[src/logic/pcr_pkg.sv]
/*
  pcr_pkg: register offsets, reset values, field positions, gain codes
  and the pump-setting carrier for the pump and lock configuration bank.
  Assumes a single 100 MHz ref_clk domain and 16-bit registers.
*/
package pcr_pkg;

  localparam int unsigned PCR_AW = 8;
  localparam int unsigned PCR_DW = 16;
  localparam int unsigned PCR_WAIT_W = 11;

  // register offsets
  localparam logic [7:0] PCR_OFF_BUF = 8'h23;
  localparam logic [7:0] PCR_OFF_LOCK = 8'h27;
  localparam logic [7:0] PCR_OFF_INT = 8'h28;
  localparam logic [7:0] PCR_OFF_EXT = 8'h29;

  // reset values
  localparam logic [15:0] PCR_RST_BUF = 16'h0647;
  localparam logic [15:0] PCR_RST_LOCK = 16'h11f0;
  localparam logic [15:0] PCR_RST_INT = 16'h101c;
  localparam logic [15:0] PCR_RST_EXT = 16'h0810;

  // field positions
  localparam int unsigned PCR_EXT_UP_HI = 11;
  localparam int unsigned PCR_EXT_UP_LO = 7;
  localparam int unsigned PCR_EXT_GAIN_HI = 6;
  localparam int unsigned PCR_EXT_GAIN_LO = 5;
  localparam int unsigned PCR_INT_UP_HI = 12;
  localparam int unsigned PCR_INT_UP_LO = 8;
  localparam int unsigned PCR_INT_GAIN_HI = 7;
  localparam int unsigned PCR_INT_GAIN_LO = 6;
  localparam int unsigned PCR_INT_DN_HI = 4;
  localparam int unsigned PCR_INT_DN_LO = 0;
  localparam int unsigned PCR_LOCK_SEL_BIT = 3;
  localparam int unsigned PCR_LOCK_EN_BIT = 0;
  localparam int unsigned PCR_WAIT_HI = 13;
  localparam int unsigned PCR_WAIT_LO = 3;
  localparam int unsigned PCR_MUTE_BIT = 2;
  localparam int unsigned PCR_TX_BIT = 1;
  localparam int unsigned PCR_RX_BIT = 0;

  // one base code step per field, in nA
  localparam int unsigned PCR_CODE_STEP_NA = 156250;

  // gain multipliers in quarters
  localparam logic [3:0] PCR_GAIN_Q_1X = 4'h4;
  localparam logic [3:0] PCR_GAIN_Q_2X = 4'h8;
  localparam logic [3:0] PCR_GAIN_Q_1P5X = 4'h6;
  localparam logic [3:0] PCR_GAIN_Q_2P5X = 4'ha;

  typedef enum logic [1:0] {
    PCR_GAIN_1X = 2'b00,
    PCR_GAIN_2X = 2'b01,
    PCR_GAIN_1P5X = 2'b10,
    PCR_GAIN_2P5X = 2'b11
  } pcr_gain_type;

  // base_code in steps of 156.25 uA, filter_code in steps of 39.0625 uA
  typedef struct packed {
    logic tristate;
    logic [5:0] base_code;
    logic [3:0] gain_q;
    logic [9:0] filter_code;
  } pcr_pump_type;

endpackage

[src/logic/pcr_config_bank.sv]
/*
  pcr_config_bank: pump current, lock detect and buffer configuration
  registers with decoded outputs and the multiplier settling timer.
  Assumes a plain register port on ref_clk; read data follow one cycle
  after the read strobe, and strobes never come together.
*/
`timescale 1ns/10ps

// Contract
// - External-loop up current sits in bits 11..7, resets to 10h, 0 is off, each code adds 312.5 uA.
// - External gain in bits 6..5 decodes 0=1x, 1=2x, 2=1.5x, 3=2.5x and resets to 0.
// - Internal down current sits in bits 4..0, resets to 10h, 0 is off, each code adds 156.25 uA.
// - Internal up current sits in bits 12..8, resets to 10h, and base is up plus down.
// - Internal gain in bits 7..6 resets to 0 and uses the same four-value gain table.
// - Loop filter current is the selected gain times the summed base current.
// - Lock register bit 3 routes readback data (0) or lock indication (1) to the mux pin.
// - Lock register bit 0 enables lock detect and resets to disabled.
// - External pump register lives at 29h, resets to 810h, all bits read/write.
// - Lock register lives at 27h resetting to 11F0h; internal pump at 28h resets to 101Ch.
// - Buffer register bits 13..3 give the multiplier settling wait in ref clock cycles.
module pcr_config_bank
  import pcr_pkg::*;
(
  input wire logic ref_clk,
  input wire logic rstn,
  input wire logic [PCR_AW-1:0] reg_addr,
  input wire logic [PCR_DW-1:0] reg_wdata,
  input wire logic reg_wr,
  input wire logic reg_rd,
  output logic [PCR_DW-1:0] reg_rdata,
  input wire logic readback_sdo_in,
  input wire logic lock_raw_in,
  input wire logic settle_start,
  output logic multiplexed_output_pin,
  output logic lock_indicator_enable,
  output logic lock_detect_out,
  output pcr_pump_type int_pump,
  output pcr_pump_type ext_pump,
  output logic [PCR_WAIT_W-1:0] multiplier_settle_count,
  output logic settle_busy,
  output logic buffer_mute_until_locked,
  output logic transmit_buffer_type,
  output logic receive_buffer_type
);

  logic [PCR_DW-1:0] buf_reg;
  logic [PCR_DW-1:0] buf_next;
  logic [PCR_DW-1:0] lock_reg;
  logic [PCR_DW-1:0] lock_next;
  logic [PCR_DW-1:0] int_reg;
  logic [PCR_DW-1:0] int_next;
  logic [PCR_DW-1:0] ext_reg;
  logic [PCR_DW-1:0] ext_next;
  logic [PCR_DW-1:0] rdata_reg;
  logic [PCR_DW-1:0] rdata_next;
  logic mux_reg;
  logic mux_next;
  logic lockdet_reg;
  logic lockdet_next;
  logic [4:0] ext_up_code;
  logic first_reg;

  // register writes
  always_comb begin
    buf_next = buf_reg;
    lock_next = lock_reg;
    int_next = int_reg;
    ext_next = ext_reg;
    if (reg_wr) begin
      case (reg_addr)
        PCR_OFF_BUF: buf_next = reg_wdata;
        PCR_OFF_LOCK: lock_next = reg_wdata;
        PCR_OFF_INT: int_next = reg_wdata;
        PCR_OFF_EXT: ext_next = reg_wdata;
        default: begin
        end
      endcase
    end
  end

  always_ff @(posedge ref_clk or negedge rstn) begin
    if (!rstn) begin
      buf_reg <= PCR_RST_BUF;
      lock_reg <= PCR_RST_LOCK;
      int_reg <= PCR_RST_INT;
      ext_reg <= PCR_RST_EXT;
    end else begin
      buf_reg <= buf_next;
      lock_reg <= lock_next;
      int_reg <= int_next;
      ext_reg <= ext_next;
    end
  end

  // read data, one cycle after the strobe; unmapped reads zero
  always_comb begin
    rdata_next = '0;
    if (reg_rd) begin
      case (reg_addr)
        PCR_OFF_BUF: rdata_next = buf_reg;
        PCR_OFF_LOCK: rdata_next = lock_reg;
        PCR_OFF_INT: rdata_next = int_reg;
        PCR_OFF_EXT: rdata_next = ext_reg;
        default: rdata_next = '0;
      endcase
    end
  end

  // lock detect and mux pin
  always_comb begin
    lockdet_next = lock_reg[PCR_LOCK_EN_BIT] & lock_raw_in;
    if (lock_reg[PCR_LOCK_SEL_BIT]) begin
      mux_next = lockdet_reg;
    end else begin
      mux_next = readback_sdo_in;
    end
  end

  always_ff @(posedge ref_clk or negedge rstn) begin
    if (!rstn) begin
      rdata_reg <= '0;
      mux_reg <= 1'b0;
      lockdet_reg <= 1'b0;
      first_reg <= 1'b1;
    end else begin
      rdata_reg <= rdata_next;
      mux_reg <= mux_next;
      lockdet_reg <= lockdet_next;
      first_reg <= 1'b0;
    end
  end

  assign reg_rdata = rdata_reg;
  assign multiplexed_output_pin = mux_reg;
  assign lock_detect_out = lockdet_reg;
  assign lock_indicator_enable = lock_reg[PCR_LOCK_EN_BIT];
  assign multiplier_settle_count = buf_reg[PCR_WAIT_HI:PCR_WAIT_LO];
  assign buffer_mute_until_locked = buf_reg[PCR_MUTE_BIT];
  assign transmit_buffer_type = buf_reg[PCR_TX_BIT];
  assign receive_buffer_type = buf_reg[PCR_RX_BIT];

  // external down code lives outside this bank and is kept equal to up
  assign ext_up_code = ext_reg[PCR_EXT_UP_HI:PCR_EXT_UP_LO];

  // pump decode: base sum, tri-state, gain and filter current
  pcr_pump_calc u_int_pump (
    .ref_clk(ref_clk),
    .rstn(rstn),
    .up_code(int_reg[PCR_INT_UP_HI:PCR_INT_UP_LO]),
    .down_code(ext_reg[PCR_INT_DN_HI:PCR_INT_DN_LO]), // internal down code in ext register
    .gain_code(int_reg[PCR_INT_GAIN_HI:PCR_INT_GAIN_LO]),
    .pump(int_pump)
  );

  pcr_pump_calc u_ext_pump (
    .ref_clk(ref_clk),
    .rstn(rstn),
    .up_code(ext_up_code),
    .down_code(ext_up_code),
    .gain_code(ext_reg[PCR_EXT_GAIN_HI:PCR_EXT_GAIN_LO]),
    .pump(ext_pump)
  );

  // multiplier settling wait in ref clock cycles
  pcr_settle_timer #(
    .W(PCR_WAIT_W)
  ) u_settle (
    .ref_clk(ref_clk),
    .rstn(rstn),
    .start(settle_start),
    .count(multiplier_settle_count),
    .busy(settle_busy)
  );
endmodule

[src/logic/pcr_pump_calc.sv]
/*
  pcr_pump_calc: turns up/down current codes and a gain code into the
  registered pump setting. Assumes codes come straight from the bank.
*/
`timescale 1ns/10ps
module pcr_pump_calc
  import pcr_pkg::*;
(
  input wire logic ref_clk,
  input wire logic rstn,
  input wire logic [4:0] up_code,
  input wire logic [4:0] down_code,
  input wire logic [1:0] gain_code,
  output pcr_pump_type pump
);

  pcr_pump_type pump_reg;
  pcr_pump_type pump_next;
  pcr_gain_type gain_sel;

  always_comb begin
    gain_sel = pcr_gain_type'(gain_code);
    pump_next.base_code = {1'b0, up_code} + {1'b0, down_code};
    pump_next.tristate = (pump_next.base_code == 6'h00);
    case (gain_sel)
      PCR_GAIN_1X: pump_next.gain_q = PCR_GAIN_Q_1X;
      PCR_GAIN_2X: pump_next.gain_q = PCR_GAIN_Q_2X;
      PCR_GAIN_1P5X: pump_next.gain_q = PCR_GAIN_Q_1P5X;
      PCR_GAIN_2P5X: pump_next.gain_q = PCR_GAIN_Q_2P5X;
      default: pump_next.gain_q = PCR_GAIN_Q_1X;
    endcase
    pump_next.filter_code = {4'h0, pump_next.base_code} * {6'h00, pump_next.gain_q};
  end

  always_ff @(posedge ref_clk or negedge rstn) begin
    if (!rstn) begin
      pump_reg <= '0;
    end else begin
      pump_reg <= pump_next;
    end
  end

  assign pump = pump_reg;

endmodule

[src/logic/pcr_settle_timer.sv]
/*
  pcr_settle_timer: holds busy for a programmed number of ref_clk cycles
  after each start pulse. Assumes start is a one-cycle pulse.
*/
`timescale 1ns/10ps
module pcr_settle_timer
  import pcr_pkg::*;
#(
  parameter int unsigned W = PCR_WAIT_W
)
(
  input wire logic ref_clk,
  input wire logic rstn,
  input wire logic start,
  input wire logic [W-1:0] count,
  output logic busy
);

  logic [W-1:0] cnt_reg;
  logic [W-1:0] cnt_next;

  always_comb begin
    cnt_next = cnt_reg;
    if (start) begin
      cnt_next = count;
    end else if (cnt_reg != '0) begin
      cnt_next = cnt_reg - W'(1);
    end
  end

  always_ff @(posedge ref_clk or negedge rstn) begin
    if (!rstn) begin
      cnt_reg <= '0;
    end else begin
      cnt_reg <= cnt_next;
    end
  end

  assign busy = (cnt_reg != '0);

endmodule
[config.mk]
export PLATFORM = sky130hd
export DESIGN_NAME = pcr_config_bank
export DESIGN_NICKNAME = d
export VERILOG_FILES = /design/src/logic/pcr_pkg.sv /design/src/logic/pcr_config_bank.sv /design/src/logic/pcr_pump_calc.sv /design/src/logic/pcr_settle_timer.sv
export SDC_FILE = /design/constraint.sdc
export NUM_CORES = 1
export LEC_CHECK = 0
export BUFFER_PORTS_ARGS = -buffer_cell sky130_fd_sc_hd__buf_2
export CAP_MARGIN = 20
export CORE_ASPECT_RATIO = 1.4
export CORE_UTILIZATION = 44
export CTS_CLUSTER_DIAMETER = 50
export CTS_CLUSTER_SIZE = 30
export DETAILED_ROUTE_END_ITERATION = 8
export PLACE_DENSITY = 0.73
export SETUP_SLACK_MARGIN = 0.4
export SLEW_MARGIN = 20
export SYNTH_ARGS = -nofsm -noshare
export SYNTH_HDL_FRONTEND = slang
export SYNTH_SLANG_ARGS = --single-unit
[constraint.sdc]
create_clock -name ref_clk -period 3.2 [get_ports ref_clk]
set_clock_uncertainty 0.1 [all_clocks]
set_input_delay 0.64 -clock ref_clk [delete_from_list [all_inputs] [get_ports ref_clk]]
set_output_delay 0.64 -clock ref_clk [all_outputs]
set_load 0.01 [all_outputs]
==> results of run 1 <==
-- worst register-to-register path, cell delays in order, from the launching register on --
cell,delay (ns)
sky130_fd_sc_hd__dfrtp_1,0.40
sky130_fd_sc_hd__ha_1,0.33
sky130_fd_sc_hd__a211oi_4,0.08
sky130_fd_sc_hd__buf_4,0.13
sky130_fd_sc_hd__buf_4,0.12
sky130_fd_sc_hd__o21bai_1,0.19
sky130_fd_sc_hd__a21o_1,0.26
sky130_fd_sc_hd__nand2_1,0.11
sky130_fd_sc_hd__fa_1,0.55
sky130_fd_sc_hd__inv_2,0.05
sky130_fd_sc_hd__ha_4,0.24
sky130_fd_sc_hd__ha_4,0.28
sky130_fd_sc_hd__nand2_1,0.08
sky130_fd_sc_hd__o211ai_1,0.19
sky130_fd_sc_hd__a21oi_1,0.10
sky130_fd_sc_hd__xnor2_1,0.13
-- logic make-up (layout without fill, tap and decap cells) --
kind of cell    Yosys count  count (layout)
mux                      67              67
compound gates           79              79
fa+ha+maj                40              40
simple gates             81              81
other cells               1               6
xor+xnor                 16              16
flops                   129             129
buf+inv                  63             200
-- metal layers --
metal	vias up	track usage	wire, um
li1	1913	-	-
met1	2116	0.234	5500
met2	134	0.361	7660
met3	37	0.0453	586
met4	0	0.0915	398
met5	-	0	0
-- per-stage QoR --
step / area (um^2) / util / std cells / hold slack [ns] / TNS, ns
final: 7740 / 0.575 / 800 / 0.0601 / -0.648
after detailed placement: 6880 / 0.512 / 752 / 0.347 / -0.605
after global placement: 6880 / 0.512 / 752 / 0.342 / -0.149
after global routing: 7740 / 0.575 / 800 / 0.0845 / -1.10
after CTS: 7600 / 0.565 / 792 / 0.0687 / -0.663
after floorplan: 6170 / - / 481 / 0.244 / -0.0527
-- cells in the final DEF, fill, tap and decap left out, types with 3 or more instances in the layout --
cell and instances:
sky130_fd_sc_hd__clkbuf_16 17, sky130_fd_sc_hd__a21o_1 4, sky130_fd_sc_hd__a21oi_1 19, sky130_fd_sc_hd__a22o_1 4, sky130_fd_sc_hd__o21ai_0 5, sky130_fd_sc_hd__conb_1 6, sky130_fd_sc_hd__ha_1 20, sky130_fd_sc_hd__clkinvlp_4 3
sky130_fd_sc_hd__nor2_1 6, sky130_fd_sc_hd__inv_2 4, sky130_fd_sc_hd__fa_1 8, sky130_fd_sc_hd__nand2_1 27, sky130_fd_sc_hd__a22oi_1 32, sky130_fd_sc_hd__mux2_2 56, sky130_fd_sc_hd__nor2b_1 6, sky130_fd_sc_hd__inv_6 7
sky130_fd_sc_hd__dfstp_2 18, sky130_fd_sc_hd__xor2_1 3, sky130_fd_sc_hd__buf_2 99, sky130_fd_sc_hd__nor4_1 3, sky130_fd_sc_hd__o31ai_1 4, sky130_fd_sc_hd__or4_1 4, sky130_fd_sc_hd__dfrtp_1 110, sky130_fd_sc_hd__nand3_1 3
sky130_fd_sc_hd__xnor2_1 10, sky130_fd_sc_hd__inv_1 24, sky130_fd_sc_hd__a21oi_2 3, sky130_fd_sc_hd__ha_4 10, sky130_fd_sc_hd__and2_1 14, sky130_fd_sc_hd__buf_4 39, sky130_fd_sc_hd__mux2_4 10
-- power breakdown --
part,switching (uW),internal (uW)
Sequential,119,1770
Clock,777,1170
Combinational,389,370
Total,1280,3310
-- area by class of cell --
class / instances / area, um^2
flip-flops and latches: 129 / 3250
multi-input cells: 289 / 2730
well taps: 182 / 228
clock inverters: 15 / 173
clock buffers: 17 / 425
repair buffers: 140 / 820
fillers: 1070 / 5710
inverters: 28 / 105
-- how the worst max path moves through the flow --
stage / cells after the start / slack [ns] / end / startpoint
global placement: 15 / -0.08 / u_int_pump.pump[8]$_DFF_PN0_ / int_reg[9]$_DFFE_PN0P_
finish: 15 / -0.24 / u_int_pump.pump[9]$_DFF_PN0_ / int_reg[9]$_DFFE_PN0P_
floorplan: 14 / -0.03 / u_int_pump.pump[8]$_DFF_PN0_ / int_reg[8]$_DFFE_PN0P_
detailed placement: 15 / -0.21 / u_int_pump.pump[8]$_DFF_PN0_ / int_reg[9]$_DFFE_PN0P_
global route: 15 / -0.37 / u_int_pump.pump[9]$_DFF_PN0_ / int_reg[9]$_DFFE_PN0P_
CTS: 15 / -0.20 / u_int_pump.pump[8]$_DFF_PN0_ / ext_reg[1]$_DFFE_PN0P_
-- timing repair --
item	CTS	global route
endpoints found under the hold margin	0	0
setup buffers	8	8
endpoints found under the setup margin	7	8
resized for setup	9	12
pin swaps	19	14
==> results.yml, run 1 <==
status:
  result_of_the_run: "finished with violations"
  violations_in_the_final_reports: "negative setup slack"
worst_setup_path:
  worst_path_max_delay_cell: "sky130_fd_sc_hd__fa_1"
  timing.reg2reg.setup_slack_ns: -0.24
  critical_r2r_capture: "u_int_pump.pump[9]$_DFF_PN0_"
  worst-endpoint-arrival_ns: 3.64
  timing_worst_setup_path_type: "reg -> reg"
  cp_num_buf_inv: 3
  timing.critical_path.max_delay_family: "adder cells"
  worst-r2r-cell-count: 15
  r2r_start: "int_reg[9]$_DFFE_PN0P_"
  crit_path_max_incr_delay_ns: 0.55
  critPathMaxFanout: 5
  worst_ep_required_time_ns: 3.40
  path_cells: "ha_1 -> a211oi_4 -> buf_4 -> buf_4 -> o21bai_1 -> a21o_1 -> nand2_1 -> fa_1 -> inv_2 -> ha_4 -> ha_4 -> nand2_1 -> o211ai_1 -> a21oi_1 -> xnor2_1"
  endpoint_kind: "register"
  crit_path_start_kind: "register"
global_route:
  grt-ovfl-total: 0
  grt_max_degree: 65
  first_global_vias: 4354
  gr-usage-all-layers: 0.204
  wire_length_of_the_first_global_routing_pass_um: 22100
  antenna_found_initial: 0
yosys:
  synth.ff_latch_count: 129
  synth_area_leader: "sky130_fd_sc_hd__dfrtp_1"
  postSynth.topFlopCell: "sky130_fd_sc_hd__dfrtp_1"
  synth_top_cell_area_share: 0.456
  cell_count_after_synthesis: 476
  synth_simple_gate_area_frac: 0.0805
  syn_area_per_cell_um2: 12.8
  asyncSetResetFlopFracSynth: 1.00
  post_synth_mux_area_share: 0.130
  synth_top_family_by_area: "multiplexers"
  synth.yosys.warnings: 0
  synthesis.area_mm2: 0.00609
  yosys-top-cells-count: "sky130_fd_sc_hd__dfrtp_1, sky130_fd_sc_hd__mux2_2, sky130_fd_sc_hd__a22oi_1, sky130_fd_sc_hd__ha_1, sky130_fd_sc_hd__inv_1"
  synthAdderAreaFrac: 0.0944
  synth_compound_area_frac: 0.0870
  synth_area_leaders: "sky130_fd_sc_hd__dfrtp_1, sky130_fd_sc_hd__mux2_2, sky130_fd_sc_hd__dfstp_2"
  seq_area_frac_synth: 0.533
  synth-edff-count: 0
  synth_xor_area_frac: 0.0230
  post-synth-top-count-cell: "sky130_fd_sc_hd__dfrtp_1"
  netlist-cell-type-count: 49
clock_network:
  cts_hold_repair_buffers: 0
  cts-root-buf: "sky130_fd_sc_hd__clkbuf_16"
  cts.path.max_buffers: 2
  tritoncts_clock_tree: "built"
  cts_buffer_count: 17
  cts.reportedPaths.clkPinSlew_ns: 0.06
  htreeDepth: 4
  insertion_delay_ns: 0.41
  sinks_on_clock_net: 129
detailed_routing:
  drt-vias-per-instance: 5.25
  drt_pass1_iterations: 4
  routed_wire_length_per_instance_um: 17.7
  post-route-drc-count: 0
  drt.antenna.violating_nets: 0
  detailedRoute.firstIterationViolations: 272
  postRouteWirelength_um: 14200
  vias: 4200
power:
  leakage_uw: 0.00398
  totalPowerFinal_uw: 4590
  irDropWorstVdd_v: 0.000369
  power_density_mw_per_mm2: 594
floorplan:
  floorplan.io_pins: 107
  die_y_um: 141
  fp.dieW_um: 101
  placeableCoreArea_mm2: 0.0135
  die_area_mm2: 0.0143
  placement_rows: 50
  start_util: 0.453
place:
  dp_hpwl_um: 9480
  numPortBuffers: 100
  globalplace.congestion: 0.851
  pre_cts_slack_ns: -0.211
sta:
  layout_worst_path_cycle_share: 1.08
  grt_setup_unrepaired: "yes"
  max-slew-margin-rel: 0.667
  worst-slew-pin-transition_ns: 0.494
  fin_crit_ns: 3.44
  final-hold-violation-count: 0
  max_freq_mhz: 290
  timing.final.max_slew_violations: 0
  setup_viol: 5
  finalWorstSetupSlack_ns: -0.243
finish:
  layout-drive-gt1-share: 0.471
  num_antenna_cells: 0
  syn_to_final_growth_pct: 26.9
  max_ffs_per_register: 19
  fin_nets: 676
min_path:
  hold_path.class: "in -> async"
job:
  drv.max_cap_violation_count: 0
Power figures use the tool's default switching activity.
==> run 2: changes to the inputs <==
- PLACE_DENSITY: 0.73 -> 0.7
- clock period: 3.2 -> 3.8 ns (I/O delays scaled with it)
==> run 2 against run 1 <==
Effect of this change:
- the run now ends clean
- global-route usage is 0.54 points lower
- first-iteration DRC count shrank 43%
- non-clock buffer count down 26
- final cell count decreased by 3.3%
- combinational power down 30%
- sequential power fell by 16%
- total power decreased by 19%
- sequential share of layout area is 1.7 points higher
- worst setup slack better by 0.57 ns
==> results.yml, run 2 (synthesis results as in run 1) <==
place:
  dpl-instance-area_mm2: 0.00672
  numPortBuffers: 100
  globalplace.congestion: 0.843
  dp_hpwl_um: 9200
  place.detailed.instances: 735
finish:
  max_ffs_per_register: 19
  fin_nets: 650
  final_cell_mix: "sky130_fd_sc_hd__dfrtp_1, sky130_fd_sc_hd__buf_2, sky130_fd_sc_hd__mux2_2, sky130_fd_sc_hd__a22oi_1, sky130_fd_sc_hd__inv_1"
  final-instance-count-excl-fill: 774
  layout-drive-gt1-share: 0.431
  num_antenna_cells: 0
  postLayoutCellArea_mm2: 0.00744
  n_fill_cell: 1100
  final_core_utilization: 0.553
  syn_to_final_growth_pct: 22.1
  layout_commonest_cell: "sky130_fd_sc_hd__dfrtp_1"
sta:
  max_freq_mhz: 288
  timing.final.max_slew_violations: 0
  layout_worst_path_cycle_share: 0.914
  grt_setup_unrepaired: "yes"
  fin_crit_ns: 3.47
  timing.hold.ws_ns: 0.211
  worst-slew-pin-transition_ns: 0.836
  final-hold-violation-count: 0
  totalNegativeSetupSlack_ns: 0
  setup_viol: 0
  max-slew-margin-rel: 0.441
floorplan:
  die_area_mm2: 0.0143
  start_util: 0.453
  die_y_um: 141
  floorplan.io_pins: 107
  fp.dieW_um: 101
  placeableCoreArea_mm2: 0.0135
  placement_rows: 50
detailed_routing:
  drt.antenna.violating_nets: 0
  postRouteWirelength_um: 13400
  routed_wire_length_per_instance_um: 17.4
  detailedRoute.firstIterationViolations: 155
  vias: 4051
  drt-vias-per-instance: 5.23
  drt_pass1_iterations: 5
  post-route-drc-count: 0
worst_setup_path:
  worst_path_max_delay_cell: "sky130_fd_sc_hd__fa_1"
  timing_worst_setup_path_type: "reg -> reg"
  crit_path_max_incr_delay_ns: 0.45
  critPathMostFrequentCell: "sky130_fd_sc_hd__fa_2"
  worst-endpoint-arrival_ns: 3.71
  endpoint_kind: "register"
  path_cells: "ha_2 -> fa_2 -> a21o_1 -> a21oi_2 -> xnor2_2 -> and2_4 -> fa_1 -> ha_4 -> inv_1 -> fa_2 -> nor2b_1 -> o21ai_0 -> nand2_1 -> xor2_1"
  worst_ep_required_time_ns: 4.03
  critPathMaxFanout: 5
  timing.reg2reg.setup_slack_ns: 0.33
  crit_path_start_kind: "register"
global_route:
  grt_max_degree: 66
  first_global_vias: 4259
  antenna_found_initial: 0
  gr-usage-all-layers: 0.199
  globalRouteMet2Util: 0.358
  grt-ovfl-total: 0
  met3_usage: 0.0394
  wire_length_of_the_first_global_routing_pass_um: 21300
  globalRoute.busiestLayer: "met2"
  grt.met1_usage: 0.222
min_path:
  hold_path.class: "in -> async"
power:
  power_density_mw_per_mm2: 498
  irDropWorstVdd_v: 0.000296
  leakage_uw: 0.00385
clock_network:
  sinks_on_clock_net: 129
  tritoncts_clock_tree: "built"
  cts.path.max_buffers: 2
  cts_hold_repair_buffers: 0
  cts_buffer_count: 17
  cts-root-buf: "sky130_fd_sc_hd__clkbuf_16"
  htreeDepth: 4
  cts.reportedPaths.clkPinSlew_ns: 0.06
  insertion_delay_ns: 0.41
status:
  result_of_the_run: "finished, final reports clean"
job:
  drv.max_cap_violation_count: 0
[run 2: layer usage]
layer,vias to the layer above,share of wire
li1,1851,-
met1,2055,0.38
met2,118,0.55
met3,27,0.038
met4,0,0.030
met5,-,0
[run 2: path summary, 6_finish.rpt]
check,to,startpoint,cells after the start
worst max-delay path,u_int_pump.pump[8]$_DFF_PN0_,int_reg[8]$_DFFE_PN0P_,14
worst min-delay path,u_int_pump.pump[5]$_DFF_PN0_,rstn,1
worst max register to register,u_int_pump.pump[8]$_DFF_PN0_,int_reg[8]$_DFFE_PN0P_,14
worst min register to register,u_ext_pump.pump[19]$_DFF_PN0_,ext_reg[11]$_DFFE_PN1P_,0
max in group asynchronous,ext_reg[11]$_DFFE_PN1P_,rstn,2
min in group ref_clk,u_ext_pump.pump[19]$_DFF_PN0_,ext_reg[11]$_DFFE_PN1P_,0
[run 2: power breakdown]
part	internal, uW	switching [uW]	total [uW]
Sequential	1490	101	1590
Clock	970	612	1580
Combinational	246	288	534
[run 2: layout make-up]
cell class              count  area [um^2]  area share
flip-flops and latches    129         3250       0.437
repair buffers            114          621      0.0834
clock buffers              17          425      0.0572
well taps                 182          228      0.0306
multi-input cells         289         2650       0.356
clock inverters            15          161      0.0217
inverters                  28          105      0.0141
[run 2: what timing repair did]
| item | 4_1_cts | 5_1_grt |
|---|---|---|
| gates resized for setup | 11 | 4 |
| setup endpoints to repair | 3 | 4 |
| buffers inserted | 4 | 3 |
| gates cloned | 0 | 0 |
| hold endpoints to repair | 0 | 0 |
| pin swaps | 7 | 5 |
[run 2: stage by stage]
step,power [uW],worst slack (ns)
finish,3700,0.325
global route,3850,0.201
CTS,3730,0.363
detailed placement,2130,0.172
global placement,2090,0.309
floorplan,1950,0.432
[run 2: critical path, delay by kind of cell (launching register included)]
family | cells | cell delay (ns)
AO/OA/AOI/OAI | 3 | 0.43
XOR/XNOR | 2 | 0.31
adder cells (fa/ha/maj) | 5 | 1.69
buffers and inverters | 1 | 0.05
flip-flops | 1 | 0.39
AND/OR/NAND/NOR | 3 | 0.41
==> run 3: changes to the inputs <==
- CTS_BUF_LIST: not set -> sky130_fd_sc_hd__clkbuf_2 sky130_fd_sc_hd__clkbuf_4 sky130_fd_sc_hd__clkbuf_8
==> run 3 against run 2 <==
Effect of this change:
- combinational power hardly changed
- global-route usage fell by 0.13 points
- largest power group unchanged
- highest routed layer unchanged
- largest cell class unchanged
- final area fell by 1.5%
==> results.yml, run 3 (synthesis results as in run 1) <==
status:
  result_of_the_run: "finished, final reports clean"
clock_network:
  htreeDepth: 4
  cts_buffer_count: 17
  tritoncts_clock_tree: "built"
  insertion_delay_ns: 0.43
  sinks_on_clock_net: 129
  cts-root-buf: "sky130_fd_sc_hd__clkbuf_8"
  cts.path.max_buffers: 2
  cts.reportedPaths.clkPinSlew_ns: 0.08
place:
  numPortBuffers: 100
  dp_hpwl_um: 9200
  pre_cts_slack_ns: 0.172
  globalplace.congestion: 0.843
detailed_routing:
  post-route-drc-count: 0
  drt-vias-per-instance: 5.21
  detailedRoute.firstIterationViolations: 177
  drt_pass1_iterations: 4
  postRouteWirelength_um: 13300
  vias: 4045
  routed_wire_length_per_instance_um: 17.1
  drt.antenna.violating_nets: 0
power:
  power_density_mw_per_mm2: 446
  leakage_uw: 0.00377
  irDropWorstVdd_v: 0.000198
  totalPowerFinal_uw: 3270
finish:
  n_fill_cell: 1122
  syn_to_final_growth_pct: 20.2
  multi_input_area_mm2: 0.00271
  max_ffs_per_register: 19
  num_antenna_cells: 0
  fin_nets: 653
  layout-drive-gt1-share: 0.445
  layout_commonest_cell: "sky130_fd_sc_hd__dfrtp_1"
  final_cell_mix: "sky130_fd_sc_hd__dfrtp_1, sky130_fd_sc_hd__buf_2, sky130_fd_sc_hd__mux2_2, sky130_fd_sc_hd__a22oi_1"
  final-seq-area_mm2: 0.00325
min_path:
  hold_path.class: "in -> async"
sta:
  setup_viol: 0
  totalNegativeSetupSlack_ns: 0
  max-slew-margin-rel: 0.422
  fin_crit_ns: 3.49
  worst-slew-pin-transition_ns: 0.865
  max_freq_mhz: 286
  layout_worst_path_cycle_share: 0.920
  final-hold-violation-count: 0
  grt_setup_unrepaired: "yes"
  timing.final.max_slew_violations: 0
  finalWorstSetupSlack_ns: 0.305
worst_setup_path:
  worst-r2r-cell-count: 13
  critical_r2r_capture: "u_int_pump.pump[9]$_DFF_PN0_"
  critPathMostFrequentCell: "sky130_fd_sc_hd__ha_4"
  worst_ep_required_time_ns: 4.05
  worst_path_max_delay_cell: "sky130_fd_sc_hd__fa_1"
  critPathMaxFanout: 5
  timing_worst_setup_path_type: "reg -> reg"
  timing.reg2reg.setup_slack_ns: 0.31
  r2r_start: "int_reg[8]$_DFFE_PN0P_"
  endpoint_kind: "register"
  crit_path_start_kind: "register"
  crit_path_max_incr_delay_ns: 0.45
  path_cells: "ha_4 -> fa_2 -> a21o_1 -> a21oi_2 -> xnor2_2 -> and2_4 -> fa_1 -> ha_4 -> ha_4 -> a21oi_4 -> o211ai_1 -> a21oi_1 -> xnor2_1"
  worst-endpoint-arrival_ns: 3.75
floorplan:
  start_util: 0.453
  floorplan.io_pins: 107
  die_area_mm2: 0.0143
  placement_rows: 50
  fp.dieW_um: 101
  placeableCoreArea_mm2: 0.0135
  die_y_um: 141
job:
  drv.max_cap_violation_count: 0
global_route:
  wire_length_of_the_first_global_routing_pass_um: 21200
  first_global_vias: 4171
  grt_max_degree: 66
  antenna_found_initial: 0
  grt-ovfl-total: 0
  gr-usage-all-layers: 0.198
[run 3: cell types whose count changed in the layout (fill, tap and decap cells not counted), sizes merged]
| cell | previous run | this run |
|---|---|---|
| buf | 114 | 117 |
[run 3: metrics by stage]
step	instances	util	hold slack, ns	instance area (um^2)
3_3_place_gp	735	0.499	0.340	6720
4_1_cts	772	0.536	0.175	7210
6_report	777	0.545	0.182	7330
2_1_floorplan	481	-	0.312	6130
5_1_grt	777	0.545	0.198	7330
3_5_place_dp	735	0.499	0.336	6720
[run 3: area by class of cell]
cell class | count | share of cell area
clock buffer | 17 | 0.0319
clock inverter | 15 | 0.0220
inverter | 28 | 0.0143
multi-input combinational | 289 | 0.369
sequential | 129 | 0.444
tap | 182 | 0.0311
timing repair buffer | 117 | 0.0878
[run 3: where the power goes]
| part | internal [uW] | switching, uW |
|---|---|---|
| Sequential | 1490 | 99.7 |
| Clock | 587 | 559 |
| Combinational | 251 | 286 |
[run 3: repair_timing]
| action | in CTS | in global routing |
|---|---|---|
| endpoints found under the setup margin | 3 | 4 |
| pin swaps | 6 | 22 |
| resized for setup | 11 | 14 |
| hold buffers | 0 | 0 |
| buffers inserted | 5 | 5 |
| hold endpoints to repair | 0 | 0 |
[run 3: how the worst max path moves through the flow]
| stage | from | to | slack [ns] | cells after the start |
|---|---|---|---|---|
| 6_report | int_reg[8]$_DFFE_PN0P_ | u_int_pump.pump[9]$_DFF_PN0_ | 0.31 | 13 |
| 5_1_grt | ext_reg[0]$_DFFE_PN0P_ | u_int_pump.pump[8]$_DFF_PN0_ | 0.18 | 16 |
| 4_1_cts | int_reg[8]$_DFFE_PN0P_ | u_int_pump.pump[8]$_DFF_PN0_ | 0.36 | 14 |
| 3_5_place_dp | int_reg[8]$_DFFE_PN0P_ | u_int_pump.pump[8]$_DFF_PN0_ | 0.17 | 14 |
| 3_3_place_gp | int_reg[8]$_DFFE_PN0P_ | u_int_pump.pump[8]$_DFF_PN0_ | 0.31 | 14 |
| 2_1_floorplan | int_reg[8]$_DFFE_PN0P_ | u_int_pump.pump[8]$_DFF_PN0_ | 0.43 | 14 |
[run 3: worst max-delay path, delay by kind of cell, from the launching register on]
family,cells,cell delay (ns)
flip-flops,1,0.42
adder cells (fa/ha/maj),5,1.61
AO/OA/AOI/OAI,5,0.73
AND/OR/NAND/NOR,1,0.19
XOR/XNOR,2,0.36
[run 3: layer usage]
| metal | share of wire | GRT usage |
|---|---|---|
| met5 | 0 | 0 |
| met1 | 0.39 | 0.224 |
| met3 | 0.043 | 0.0512 |
| met4 | 0.020 | 0.0709 |
| met2 | 0.54 | 0.354 |
